`src/pcdovr_pkg.sv`:
```
`default_nettype none
package pcdovr_pkg;
	// Port C bit positions of the alternate functions.
	localparam int unsigned C_SCL_BIT   = 0;
	localparam int unsigned C_SDA_BIT   = 1;
	localparam int unsigned C_TCK_BIT   = 2;
	localparam int unsigned C_TMS_BIT   = 3;
	localparam int unsigned C_TDO_BIT   = 4;
	localparam int unsigned C_TDI_BIT   = 5;
	localparam int unsigned C_OSC_I_BIT = 6;
	localparam int unsigned C_OSC_O_BIT = 7;
	// Port D upper-half bit positions.
	localparam int unsigned D_T1CMPB_BIT = 4;
	localparam int unsigned D_U1CLK_BIT  = 4;
	localparam int unsigned D_T1CMPA_BIT = 5;
	localparam int unsigned D_T1CAPT_BIT = 6;
	localparam int unsigned D_T2CMPB_BIT = 6;
	localparam int unsigned D_T2CMPA_BIT = 7;
	// Width of each port slice handled here.
	localparam int unsigned C_WIDTH     = 8;
	localparam int unsigned D_WIDTH     = 4;
	// Reset values of the registered pad and peripheral outputs.
	localparam logic RST_OE_N   = 1'b1;
	localparam logic RST_OUT    = 1'b0;
	localparam logic RST_PULLUP = 1'b0;
	localparam logic RST_DIE    = 1'b0;
	localparam logic RST_ROUTE  = 1'b0;
endpackage
`default_nettype wire

```
`src/pcdovr_port_override.sv`:
```
`timescale 1ns/1ps
`default_nettype none
module pcdovr_port_override (
	input  wire logic       clk_i,
	input  wire logic       rst_n_i,
	input  wire logic       global_pullup_disable_i,
	input  wire logic       sleep_input_disable_i,
	input  wire logic [7:0] port_c_direction_i,
	input  wire logic [7:0] port_c_output_latch_i,
	input  wire logic [7:4] port_d_direction_i,
	input  wire logic [7:4] port_d_output_latch_i,
	input  wire logic [7:0] pad_c_in_i,
	input  wire logic [7:4] pad_d_in_i,
	input  wire logic       pad_d0_in_i,
	input  wire logic       timer2_async_select_i,
	input  wire logic       timer2_ext_clock_select_i,
	input  wire logic       jtag_port_enable_i,
	input  wire logic       tap_shift_instruction_state_i,
	input  wire logic       tap_shift_data_state_i,
	input  wire logic       jtag_tdo_i,
	input  wire logic       two_wire_enable_i,
	input  wire logic       two_wire_sda_out_i,
	input  wire logic       two_wire_scl_out_i,
	input  wire logic       port_c_pin_change_group_enable_i,
	input  wire logic       port_d_pin_change_group_enable_i,
	input  wire logic [7:0] port_c_pin_change_mask_i,
	input  wire logic [7:4] port_d_pin_change_mask_i,
	input  wire logic       port_d0_pin_change_mask_i,
	input  wire logic       timer2_compare_a_enable_i,
	input  wire logic       timer2_compare_a_out_i,
	input  wire logic       timer2_compare_b_enable_i,
	input  wire logic       timer2_compare_b_out_i,
	input  wire logic       timer1_compare_a_enable_i,
	input  wire logic       timer1_compare_a_out_i,
	input  wire logic       timer1_compare_b_enable_i,
	input  wire logic       timer1_compare_b_out_i,
	input  wire logic       usart1_sync_mode_i,
	input  wire logic       usart1_sync_clock_out_i,
	output logic      [7:0] pad_c_out_o,
	output logic      [7:0] pad_c_oe_n_o,
	output logic      [7:0] pad_c_pullup_o,
	output logic      [7:0] pad_c_input_enable_o,
	output logic      [7:4] pad_d_out_o,
	output logic      [7:4] pad_d_oe_n_o,
	output logic      [7:4] pad_d_pullup_o,
	output logic      [7:4] pad_d_input_enable_o,
	output logic      [7:0] pin_change_c_o,
	output logic      [7:4] pin_change_d_o,
	output logic            pin_change_24_o,
	output logic            jtag_tdi_o,
	output logic            jtag_tms_o,
	output logic            jtag_tck_o,
	output logic            two_wire_sda_in_o,
	output logic            two_wire_scl_in_o,
	output logic            timer2_osc_input_o,
	output logic            timer2_osc_output_active_o,
	output logic            timer1_capture_in_o,
	output logic            usart1_sync_clock_o,
	output logic            usart0_rx_o,
	output logic            timer3_count_input_o
);
	logic [7:0] c_pu_en, c_pu_val, c_dir_en, c_dir_val, c_out_en, c_out_val, c_ie_en, c_ie_val;
	logic [7:4] d_out_en, d_out_val, d_ie_en;
	logic [7:0] c_pull, c_dir, c_out, c_die;
	logic [7:4] d_pull, d_dir, d_out, d_die;
	logic [7:0] c_pc_req;
	logic [7:4] d_pc_req;
	logic       async_ext;
	logic       tap_shifting;
	logic       d0_die;
	logic       usart1_drive;

	assign async_ext    = timer2_async_select_i & timer2_ext_clock_select_i;
	assign tap_shifting = tap_shift_instruction_state_i | tap_shift_data_state_i;
	assign c_pc_req     = port_c_pin_change_mask_i & {8{port_c_pin_change_group_enable_i}};
	assign d_pc_req     = port_d_pin_change_mask_i & {4{port_d_pin_change_group_enable_i}};
	assign usart1_drive = usart1_sync_mode_i & port_d_direction_i[pcdovr_pkg::D_U1CLK_BIT];

	// Port C override terms. A pin-change request always asks for the input to stay on.
	always_comb begin
		c_pu_en   = '0;
		c_pu_val  = '0;
		c_dir_en  = '0;
		c_dir_val = '0;
		c_out_en  = '0;
		c_out_val = '0;
		c_ie_en   = c_pc_req;
		c_ie_val  = c_pc_req;
		c_pu_en[pcdovr_pkg::C_OSC_O_BIT]  = async_ext;
		c_dir_en[pcdovr_pkg::C_OSC_O_BIT] = async_ext;
		c_ie_en[pcdovr_pkg::C_OSC_O_BIT]  = async_ext | c_pc_req[pcdovr_pkg::C_OSC_O_BIT];
		c_ie_val[pcdovr_pkg::C_OSC_O_BIT] = timer2_async_select_i | c_pc_req[pcdovr_pkg::C_OSC_O_BIT];
		c_pu_en[pcdovr_pkg::C_OSC_I_BIT]  = timer2_async_select_i;
		c_dir_en[pcdovr_pkg::C_OSC_I_BIT] = timer2_async_select_i;
		c_ie_en[pcdovr_pkg::C_OSC_I_BIT]  = timer2_async_select_i | c_pc_req[pcdovr_pkg::C_OSC_I_BIT];
		c_ie_val[pcdovr_pkg::C_OSC_I_BIT] = timer2_ext_clock_select_i | timer2_async_select_i
		                                  | c_pc_req[pcdovr_pkg::C_OSC_I_BIT];
		for (int b = pcdovr_pkg::C_TCK_BIT; b <= pcdovr_pkg::C_TDI_BIT; b++) begin
			c_pu_en[b]  = jtag_port_enable_i;
			c_pu_val[b] = 1'b1;
			c_dir_en[b] = jtag_port_enable_i;
			c_ie_en[b]  = jtag_port_enable_i | c_pc_req[b];
			c_ie_val[b] = jtag_port_enable_i | c_pc_req[b];
		end
		c_dir_val[pcdovr_pkg::C_TDO_BIT] = tap_shifting;
		c_out_en[pcdovr_pkg::C_TDO_BIT]  = jtag_port_enable_i;
		c_out_val[pcdovr_pkg::C_TDO_BIT] = jtag_tdo_i;
		for (int b = pcdovr_pkg::C_SCL_BIT; b <= pcdovr_pkg::C_SDA_BIT; b++) begin
			c_pu_en[b]  = two_wire_enable_i;
			c_pu_val[b] = port_c_output_latch_i[b] & ~global_pullup_disable_i;
			c_dir_en[b] = two_wire_enable_i;
			c_out_en[b] = two_wire_enable_i;
		end
		c_out_val[pcdovr_pkg::C_SDA_BIT] = two_wire_sda_out_i;
		c_out_val[pcdovr_pkg::C_SCL_BIT] = two_wire_scl_out_i;
	end

	// Port D upper half: only output values and input enables are overridden.
	// Direction stays with software, so a compare output reaches the pad only when it sets the bit.
	always_comb begin
		d_ie_en = d_pc_req;
		d_out_en[pcdovr_pkg::D_T2CMPA_BIT]  = timer2_compare_a_enable_i;
		d_out_val[pcdovr_pkg::D_T2CMPA_BIT] = timer2_compare_a_out_i;
		d_out_en[pcdovr_pkg::D_T2CMPB_BIT]  = timer2_compare_b_enable_i;
		d_out_val[pcdovr_pkg::D_T2CMPB_BIT] = timer2_compare_b_out_i;
		d_out_en[pcdovr_pkg::D_T1CMPA_BIT]  = timer1_compare_a_enable_i;
		d_out_val[pcdovr_pkg::D_T1CMPA_BIT] = timer1_compare_a_out_i;
		// The compare output wins over the USART clock when both claim the pin.
		d_out_en[pcdovr_pkg::D_T1CMPB_BIT]  = timer1_compare_b_enable_i | usart1_drive;
		d_out_val[pcdovr_pkg::D_T1CMPB_BIT] = timer1_compare_b_enable_i ? timer1_compare_b_out_i
		                                                                : usart1_sync_clock_out_i;
	end

	pcdovr_pin_mux #(
		.WIDTH(pcdovr_pkg::C_WIDTH)
	) u_mux_c (
		.direction_i                    (port_c_direction_i),
		.output_latch_i                 (port_c_output_latch_i),
		.global_pullup_disable_i        (global_pullup_disable_i),
		.normal_input_enable_i          ({8{~sleep_input_disable_i}}),
		.pullup_override_enable_i       (c_pu_en),
		.pullup_override_value_i        (c_pu_val),
		.direction_override_enable_i    (c_dir_en),
		.direction_override_value_i     (c_dir_val),
		.output_value_override_enable_i (c_out_en),
		.output_value_override_value_i  (c_out_val),
		.input_enable_override_enable_i (c_ie_en),
		.input_enable_override_value_i  (c_ie_val),
		.pullup_o                       (c_pull),
		.direction_o                    (c_dir),
		.out_value_o                    (c_out),
		.input_enable_o                 (c_die)
	);

	pcdovr_pin_mux #(
		.WIDTH(pcdovr_pkg::D_WIDTH)
	) u_mux_d (
		.direction_i                    (port_d_direction_i),
		.output_latch_i                 (port_d_output_latch_i),
		.global_pullup_disable_i        (global_pullup_disable_i),
		.normal_input_enable_i          ({4{~sleep_input_disable_i}}),
		.pullup_override_enable_i       (4'h0),
		.pullup_override_value_i        (4'h0),
		.direction_override_enable_i    (4'h0),
		.direction_override_value_i     (4'h0),
		.output_value_override_enable_i (d_out_en),
		.output_value_override_value_i  (d_out_val),
		.input_enable_override_enable_i (d_ie_en),
		.input_enable_override_value_i  (4'hF),
		.pullup_o                       (d_pull),
		.direction_o                    (d_dir),
		.out_value_o                    (d_out),
		.input_enable_o                 (d_die)
	);

	assign d0_die = port_d0_pin_change_mask_i & port_d_pin_change_group_enable_i | ~sleep_input_disable_i;

	// Pad controls are registered so the pads see glitch-free levels at one cycle of latency.
	always_ff @(posedge clk_i) begin
		if (!rst_n_i) begin
			pad_c_out_o          <= {8{pcdovr_pkg::RST_OUT}};
			pad_c_oe_n_o         <= {8{pcdovr_pkg::RST_OE_N}};
			pad_c_pullup_o       <= {8{pcdovr_pkg::RST_PULLUP}};
			pad_c_input_enable_o <= {8{pcdovr_pkg::RST_DIE}};
			pad_d_out_o          <= {4{pcdovr_pkg::RST_OUT}};
			pad_d_oe_n_o         <= {4{pcdovr_pkg::RST_OE_N}};
			pad_d_pullup_o       <= {4{pcdovr_pkg::RST_PULLUP}};
			pad_d_input_enable_o <= {4{pcdovr_pkg::RST_DIE}};
		end else begin
			pad_c_out_o          <= c_out;
			pad_c_oe_n_o         <= ~c_dir;
			pad_c_pullup_o       <= c_pull;
			pad_c_input_enable_o <= c_die;
			pad_d_out_o          <= d_out;
			pad_d_oe_n_o         <= ~d_dir;
			pad_d_pullup_o       <= d_pull;
			pad_d_input_enable_o <= d_die;
		end
	end

	// Digital pin-change sources see the pad only through the input enable.
	always_ff @(posedge clk_i) begin
		if (!rst_n_i) begin
			pin_change_c_o  <= {8{pcdovr_pkg::RST_ROUTE}};
			pin_change_d_o  <= {4{pcdovr_pkg::RST_ROUTE}};
			pin_change_24_o <= pcdovr_pkg::RST_ROUTE;
		end else begin
			pin_change_c_o  <= pad_c_in_i & c_die;
			pin_change_d_o  <= pad_d_in_i & d_die;
			pin_change_24_o <= pad_d0_in_i & d0_die;
		end
	end

	// Peripheral inputs taken from the pads, and the oscillator output-active flag.
	always_ff @(posedge clk_i) begin
		if (!rst_n_i) begin
			jtag_tdi_o                 <= pcdovr_pkg::RST_ROUTE;
			jtag_tms_o                 <= pcdovr_pkg::RST_ROUTE;
			jtag_tck_o                 <= pcdovr_pkg::RST_ROUTE;
			two_wire_sda_in_o          <= pcdovr_pkg::RST_ROUTE;
			two_wire_scl_in_o          <= pcdovr_pkg::RST_ROUTE;
			timer2_osc_input_o         <= pcdovr_pkg::RST_ROUTE;
			timer2_osc_output_active_o <= pcdovr_pkg::RST_ROUTE;
			timer1_capture_in_o        <= pcdovr_pkg::RST_ROUTE;
			usart1_sync_clock_o        <= pcdovr_pkg::RST_ROUTE;
			usart0_rx_o                <= pcdovr_pkg::RST_ROUTE;
			timer3_count_input_o       <= pcdovr_pkg::RST_ROUTE;
		end else begin
			jtag_tdi_o                 <= jtag_port_enable_i & pad_c_in_i[pcdovr_pkg::C_TDI_BIT];
			jtag_tms_o                 <= jtag_port_enable_i & pad_c_in_i[pcdovr_pkg::C_TMS_BIT];
			jtag_tck_o                 <= jtag_port_enable_i & pad_c_in_i[pcdovr_pkg::C_TCK_BIT];
			two_wire_sda_in_o          <= pad_c_in_i[pcdovr_pkg::C_SDA_BIT];
			two_wire_scl_in_o          <= pad_c_in_i[pcdovr_pkg::C_SCL_BIT];
			timer2_osc_input_o         <= timer2_async_select_i & pad_c_in_i[pcdovr_pkg::C_OSC_I_BIT];
			timer2_osc_output_active_o <= async_ext;
			timer1_capture_in_o        <= pad_d_in_i[pcdovr_pkg::D_T1CAPT_BIT]
			                            & d_die[pcdovr_pkg::D_T1CAPT_BIT];
			usart1_sync_clock_o        <= usart1_sync_mode_i & ~port_d_direction_i[pcdovr_pkg::D_U1CLK_BIT]
			                            & pad_d_in_i[pcdovr_pkg::D_U1CLK_BIT];
			usart0_rx_o                <= pad_d0_in_i & d0_die;
			timer3_count_input_o       <= pad_d0_in_i & d0_die;
		end
	end
endmodule // pcdovr_port_override
`default_nettype wire

```
`src/pcdovr_pin_mux.sv`:
```
`timescale 1ns/1ps
`default_nettype none
module pcdovr_pin_mux #(
	parameter int unsigned WIDTH = 8
) (
	input  wire logic [WIDTH-1:0] direction_i,
	input  wire logic [WIDTH-1:0] output_latch_i,
	input  wire logic             global_pullup_disable_i,
	input  wire logic [WIDTH-1:0] normal_input_enable_i,
	input  wire logic [WIDTH-1:0] pullup_override_enable_i,
	input  wire logic [WIDTH-1:0] pullup_override_value_i,
	input  wire logic [WIDTH-1:0] direction_override_enable_i,
	input  wire logic [WIDTH-1:0] direction_override_value_i,
	input  wire logic [WIDTH-1:0] output_value_override_enable_i,
	input  wire logic [WIDTH-1:0] output_value_override_value_i,
	input  wire logic [WIDTH-1:0] input_enable_override_enable_i,
	input  wire logic [WIDTH-1:0] input_enable_override_value_i,
	output logic      [WIDTH-1:0] pullup_o,
	output logic      [WIDTH-1:0] direction_o,
	output logic      [WIDTH-1:0] out_value_o,
	output logic      [WIDTH-1:0] input_enable_o
);
	logic [WIDTH-1:0] normal_pullup;

	// One override rule serves all four pin attributes, so it lives in one place.
	function automatic logic [WIDTH-1:0] select_override(input logic [WIDTH-1:0] en,
	                                                     input logic [WIDTH-1:0] val,
	                                                     input logic [WIDTH-1:0] plain);
		select_override = (en & val) | (~en & plain);
	endfunction

	// Input with latch high asks for the pull-up unless globally disabled.
	assign normal_pullup = ~direction_i & output_latch_i & {WIDTH{~global_pullup_disable_i}};

	// Each attribute falls back to the plain port unless its override enable is high.
	assign pullup_o       = select_override(pullup_override_enable_i, pullup_override_value_i,
	                                        normal_pullup);
	assign direction_o    = select_override(direction_override_enable_i, direction_override_value_i,
	                                        direction_i);
	assign out_value_o    = select_override(output_value_override_enable_i, output_value_override_value_i,
	                                        output_latch_i);
	assign input_enable_o = select_override(input_enable_override_enable_i, input_enable_override_value_i,
	                                        normal_input_enable_i);
endmodule // pcdovr_pin_mux
`default_nettype wire

```
`config.mk`:
```
export PLATFORM = sky130hd
export DESIGN_NAME = pcdovr_port_override
export DESIGN_NICKNAME = d
export VERILOG_FILES = /design/src/pcdovr_pkg.sv /design/src/pcdovr_port_override.sv /design/src/pcdovr_pin_mux.sv
export SDC_FILE = /design/constraint.sdc
export NUM_CORES = 1
export LEC_CHECK = 0
export ABC_AREA = 1
export BUFFER_PORTS_ARGS = -buffer_cell sky130_fd_sc_hd__buf_2
export CAP_MARGIN = 20
export CORE_ASPECT_RATIO = 1.75
export CORE_MARGIN = 4
export CORE_UTILIZATION = 43
export CTS_BUF_LIST = sky130_fd_sc_hd__clkbuf_4 sky130_fd_sc_hd__clkbuf_8 sky130_fd_sc_hd__clkbuf_16
export CTS_CLUSTER_SIZE = 20
export DETAILED_ROUTE_END_ITERATION = 16
export PLACE_DENSITY = 0.83
export SLEW_MARGIN = 20
export SYNTH_ARGS = -nofsm -noshare
export SYNTH_HDL_FRONTEND = slang
export SYNTH_SLANG_ARGS = --single-unit
```
`constraint.sdc`:
```
create_clock -name clk_i -period 1.2 [get_ports clk_i]
set_clock_uncertainty 0.05 [all_clocks]
set_input_delay 0 -clock clk_i [delete_from_list [all_inputs] [get_ports clk_i]]
set_output_delay 0 -clock clk_i [all_outputs]
set_load 0.02 [all_outputs]
```
Word-level counts from Yosys, hierarchy flattened
Cells that the tools add are included.
{"block": "totals", "in_bits": 75, "latchBits": 0, "romBits": 0, "word_cells": 82, "out_inout_bits": 72, "ff_bits": 70, "memories": 0, "ramBits": 0}
{"block": "classes", "n_mux": 1, "n_div": 0, "order_cmp": 0, "n_mul": 0, "reduce_logical": 0, "n_shift": 0, "n_bitwise": 61, "eq_ne": 0, "add_sub_neg": 0}
{"cell": "bitwise AND 8 bit", "n": 9}
{"cell": "inverter 8 bit", "n": 4}
{"cell": "OR 8 bit", "n": 4}
{"cell": "bitwise AND 4 bit", "n": 7}
{"cell": "bitwise AND 1 bit", "n": 13}
{"cell": "inverter 4 bit", "n": 3}
{"cell": "OR 1 bit", "n": 12}
{"cell": "bitwise AND 8 x 5 -> 8 bit", "n": 1}
{"cell": "bitwise AND 8 x 6 -> 8 bit", "n": 1}
{"cell": "inverter 5 -> 8 bit", "n": 1}
{"cell": "OR 4 bit", "n": 2}
{"cell": "bitwise AND 5 bit", "n": 1}
{"cell": "inverter 1 bit", "n": 3}
{"cell": "2-to-1 mux 1 bit", "n": 1}

Longest topological paths before layout
{"block": "depth", "depth_word": 6, "ltp_mapped": 5, "ltp_nobuf": 5}

Cells and area by module
A second synthesis with hierarchy kept.
{"block": "unflattened", "cells_unflattened": 421, "area_unflattened_um2": 2806.4}
{"mod": "pcdovr_port_override", "cells_per_inst": 252, "instances": 1, "seq_area_each_um2": 1381.3, "area_each_um2": 2109.5}
{"mod": "pcdovr_pin_mux at u_mux_c", "cells_per_inst": 113, "instances": 1, "seq_area_each_um2": 0.0, "area_each_um2": 461.7}
{"mod": "pcdovr_pin_mux at u_mux_d", "cells_per_inst": 56, "instances": 1, "seq_area_each_um2": 0.0, "area_each_um2": 235.2}

Least setup slack after synthesis
OpenSTA, ideal clock, no wires.
{"block": "synth_path", "kind": "register to output", "startpoint": "reg timer3_count_input_o", "endpoint": "out timer3_count_input_o", "n_path_buf": 1, "t_required_ps": 1150, "path_stages_with_launch": 2, "path_slack_ps": 533, "t_arrival_ps": 617, "path_cell_list": "dfxtp_1 buf_4"}
{"item": "from (decl)", "line_no": "pcdovr_port_override.sv:60", "text": "output logic timer3_count_input_o"}
{"item": "from (signal assigned)", "line_no": "pcdovr_port_override.sv:227", "text": "timer3_count_input_o <= pcdovr_pkg::RST_ROUTE;"}
{"item": "from (signal assigned)", "line_no": "pcdovr_port_override.sv:241", "text": "timer3_count_input_o <= pad_d0_in_i & d0_die;"}
No word-level cell between the ends.

Worst setup path in the final report
{"block": "layout_path", "startpoint": "in port_d_direction_i[5] (netlist name)", "endpoint": "reg pad_d_pullup_o[5] (netlist name)"}
{"block": "layout_between", "elab_chain_cells": 3}
{"item": "from (decl)", "line_no": "pcdovr_port_override.sv:10", "text": "input wire logic [7:4] port_d_direction_i,"}
{"item": "inverter 4 bit", "line_no": "pcdovr_pin_mux.sv:33", "text": "assign normal_pullup = ~direction_i & output_latch_i & {WIDTH{~global_pullup_disable_i}};"}
{"item": "bitwise AND 4 bit (2 in a row)", "line_no": "pcdovr_pin_mux.sv:33"}
{"item": "to (signal assigned)", "line_no": "pcdovr_port_override.sv:187", "text": "pad_d_pullup_o <= {4{pcdovr_pkg::RST_PULLUP}};"}
{"item": "to (signal assigned)", "line_no": "pcdovr_port_override.sv:196", "text": "pad_d_pullup_o <= d_pull;"}
{"item": "to (decl)", "line_no": "pcdovr_port_override.sv:45", "text": "output logic [7:4] pad_d_pullup_o,"}
No other way between the ends.
A chain may end at the register's enable or synchronous reset.

==> metrics.md <==
| Metric | Value |
|---|---|
| DRT Wirelength | `7.847 mm` |
| Syn Std Cell Area | `2145 sq um` |
| Post-synthesis cell count | `245` |
| Tightest Pin Transition | `0.2948 ns` |
| Leak Pwr | `2.156 nW` |
| Yosys cell types | `17` |
| Max-cap viol count | `0` |
| HPWL after detailed placement | `4.564 mm` |
| Tot GR Track Use | `26.19%` |
| Crit path DAT | `1.41 ns` |
| Vias in the first global route | `2,744` |
| Die Ht | `101.4 um` |
| Final Worst Setup Slack | `0.004733 ns` |
| # diodes | `0` |
| Area grow syn2layout | `84.07%` |
| IO Pins | `147` |
| Area after DPL | `2892 sq um` |
| Count of final hold-check violations | `1` |
| Final ANT Viol Nets | `0` |
| Port bufs | `146` |
| Slowest CP cell | `dlygate4sd3_1` |
| Pin count of the biggest net entering global routing | `22` |
| Slew Viols, Final | `0` |
| Num CTS Buffers | `9` |
| First-pass GRT wire length | `12.12 mm` |
| DR iter-0 viols | `78` |
| Routed len/inst | `14.67 um` |
| Status | `finished with violations` |
| Post-CTS Setup Inserts | `0` |
| Vias post-DR | `2,527` |
| Worst Setup End Kind | `flop` |
| Die Wd | `61.39 um` |
| Core Footprint | `4748 sq um` |
| #FFs+latches synth | `69` |
| Setup tns final | `0 ns` |
| Kind of critical path | `primary input to flop` |
| Pwr Total | `5.075 mW` |
| CP endpoint | `pad_d_pullup_o[5]` |
| Finished Cell Area | `3948 sq um` |
| Clk sinks | `69` |
| Hold Path Class | `primary input to flop` |
| Cell Chain, Critical Path | `dlygate4sd3_1 -> buf_2 -> nor3_2 -> dlygate4sd3_1` |
| Die ar. | `6226 sq um` |
| Final GP Congestion | `0.7708` |
| Initial antenna violation count | `0` |
| Crit-path max FO | `2` |
| Congestion Overflow GR | `0` |
| Filler instances | `264` |
| Final setup viols | `0` |
| Pre-CTS setup slack | `0.1671 ns` |
| Slowest stage delay, CP | `0.57 ns` |
| Residual DRC | `0` |
| Commonest non-fill, non-tap cell in the layout | `buf_2` |
| Synth warn | `0` |
| Clock slew at the register clock pins of the worst setup and hold paths | `0.07 ns` |
| Fin nets | `553` |
| Clock root buffer | `clkbuf_8` |
| CTS HTree Levels | `3` |
| Layout cells sized above 1 | `35.20%` |
| Maximum clock rate | `836.6 MHz` |
| Final Critical Period | `1.195 ns` |
| Cell mode on critical path | `dlygate4sd3_1` |
| Post-Route Utilization | `83.14%` |
| Fin crit share | `99.61%` |
| Vias/cell | `4.723` |
| Initial Utilization | `45.16%` |
| PD cells | `1286 nW/um^2` |
| Hold Worst Slack | `-0.009294 ns` |
| RSZ-0062 raised after global routing | `false` |
| Share of the yosys chip area belonging to registers | `64.41%` |
| Syn nets | `320` |
| Failing checks | `hold timing` |
| Syn_area_per_cell | `8.753 sq um` |
| Clock buffer depth | `2` |
| Commonest non-fill, non-tap cells in the layout | `buf_2 (143), dlygate4sd3_1 (83), dfxtp_1 (69)` |
| Max IR drop VDD | `1282 uV` |
| FP Rows | `33` |
| Setup crit start kind | `primary input` |
| Critical Path Source | `port_d_direction_i[5]` |
| Relative slew slack | `80.33%` |
| CP required | `1.42 ns` |
| CTS tree | `done` |
| Drt first pass iters | `6` |
repair_timing:
item,in CTS,in global routing
resized for setup,0,8
endpoints found under the hold margin,69,1
hold buffers,89,1
setup endpoints to repair,0,12
cell usage after synthesis:
cell type / count / area share (%)
o21ai_0: 7 / 1.6
dfxtp_1: 69 / 64
buf_2: 3 / 0.70
nor3_1: 12 / 2.8
inv_1: 40 / 7.0
nand3_1: 5 / 1.2
nor2_4: 1 / 0.53
or2_1: 1 / 0.29
a21oi_1: 16 / 3.7
inv_2: 1 / 0.17
nand2_1: 52 / 9.1
nor3_2: 1 / 0.47
a31oi_1: 1 / 0.29
nor3b_1: 1 / 0.35
buf_6: 1 / 0.53
buf_4: 5 / 1.8
nor2_1: 29 / 5.1
worst min-delay path by stage:
stage               slack, ns                  start                 to  cells past startpoint
CTS                      0.01                rst_n_i    pad_c_oe_n_o[7]                      2
detailed placement       0.14  port_c_direction_i[2]    pad_c_oe_n_o[2]                      2
finish                 -0.009  sleep_input_disable_i  pin_change_c_o[6]                      4
floorplan                0.01  port_d_direction_i[4]    pad_d_oe_n_o[4]                      1
global route             0.03                rst_n_i    pad_c_oe_n_o[7]                      2
global placement         0.13  port_d_direction_i[5]    pad_d_oe_n_o[5]                      2
routing by layer:
metal | GRT usage, % | vias up | wire (um)
met3 | 5.485 | 30 | 474
met5 | 0 | - | 0
met2 | 48.04 | 122 | 4391
met1 | 25.88 | 1167 | 2672
li1 | - | 1208 | -
met4 | 14.38 | 0 | 308
worst max-delay path, delay by kind of cell:
family,cells,cell delay [ns]
buffers and inverters,3,1.25
and+or+nand+nor,1,0.16
power breakdown:
group	switching, mW	leakage (nW)	internal [mW]
clock network	0.784	0.101	0.956
logic	0.470	1.48	0.421
registers	0.0306	0.572	2.41
logic make-up after synthesis:
| group | count (synthesis) | share of synthesized area [%] |
|---|---|---|
| buffers and inverters | 50 | 10.15 |
| AND/OR/NAND/NOR | 102 | 19.78 |
| AO/OA/AOI/OAI | 24 | 5.659 |
| flip-flops | 69 | 64.41 |
stage by stage:
step                cells  hold WS [ns]
finish                535     -0.009294
global route          535       0.03252
CTS                   541      0.009853
detailed placement    436        0.1368
global placement      436        0.1282
floorplan             245       0.01194
state kept, by name (all words and copies together) (netlist names), 4 cells and up:
| name | flops |
|---|---|
| pad_c_input_enable_o | 8 |
| pad_c_oe_n_o | 8 |
| pad_c_out_o | 8 |
| pad_c_pullup_o | 8 |
| pad_d_input_enable_o | 4 |
| pad_d_oe_n_o | 4 |
| pad_d_out_o | 4 |
| pad_d_pullup_o | 4 |
| pin_change_c_o | 8 |
| pin_change_d_o | 4 |
area by class of cell:
type                            instances  area [sq um]  share of cell area, %
Clock inverter                          1         5.005                 0.1268
Sequential cell                        69          1381                  34.99
Multi-Input combinational cell        126         566.8                  14.36
Clock buffer                           15         181.4                  4.596
Timing Repair Buffer                  231          1594                  40.38
Tap cell                               52         65.06                  1.648
Inverter                               41         153.9                  3.899
No activity file was read; power rests on OpenSTA's default activity.
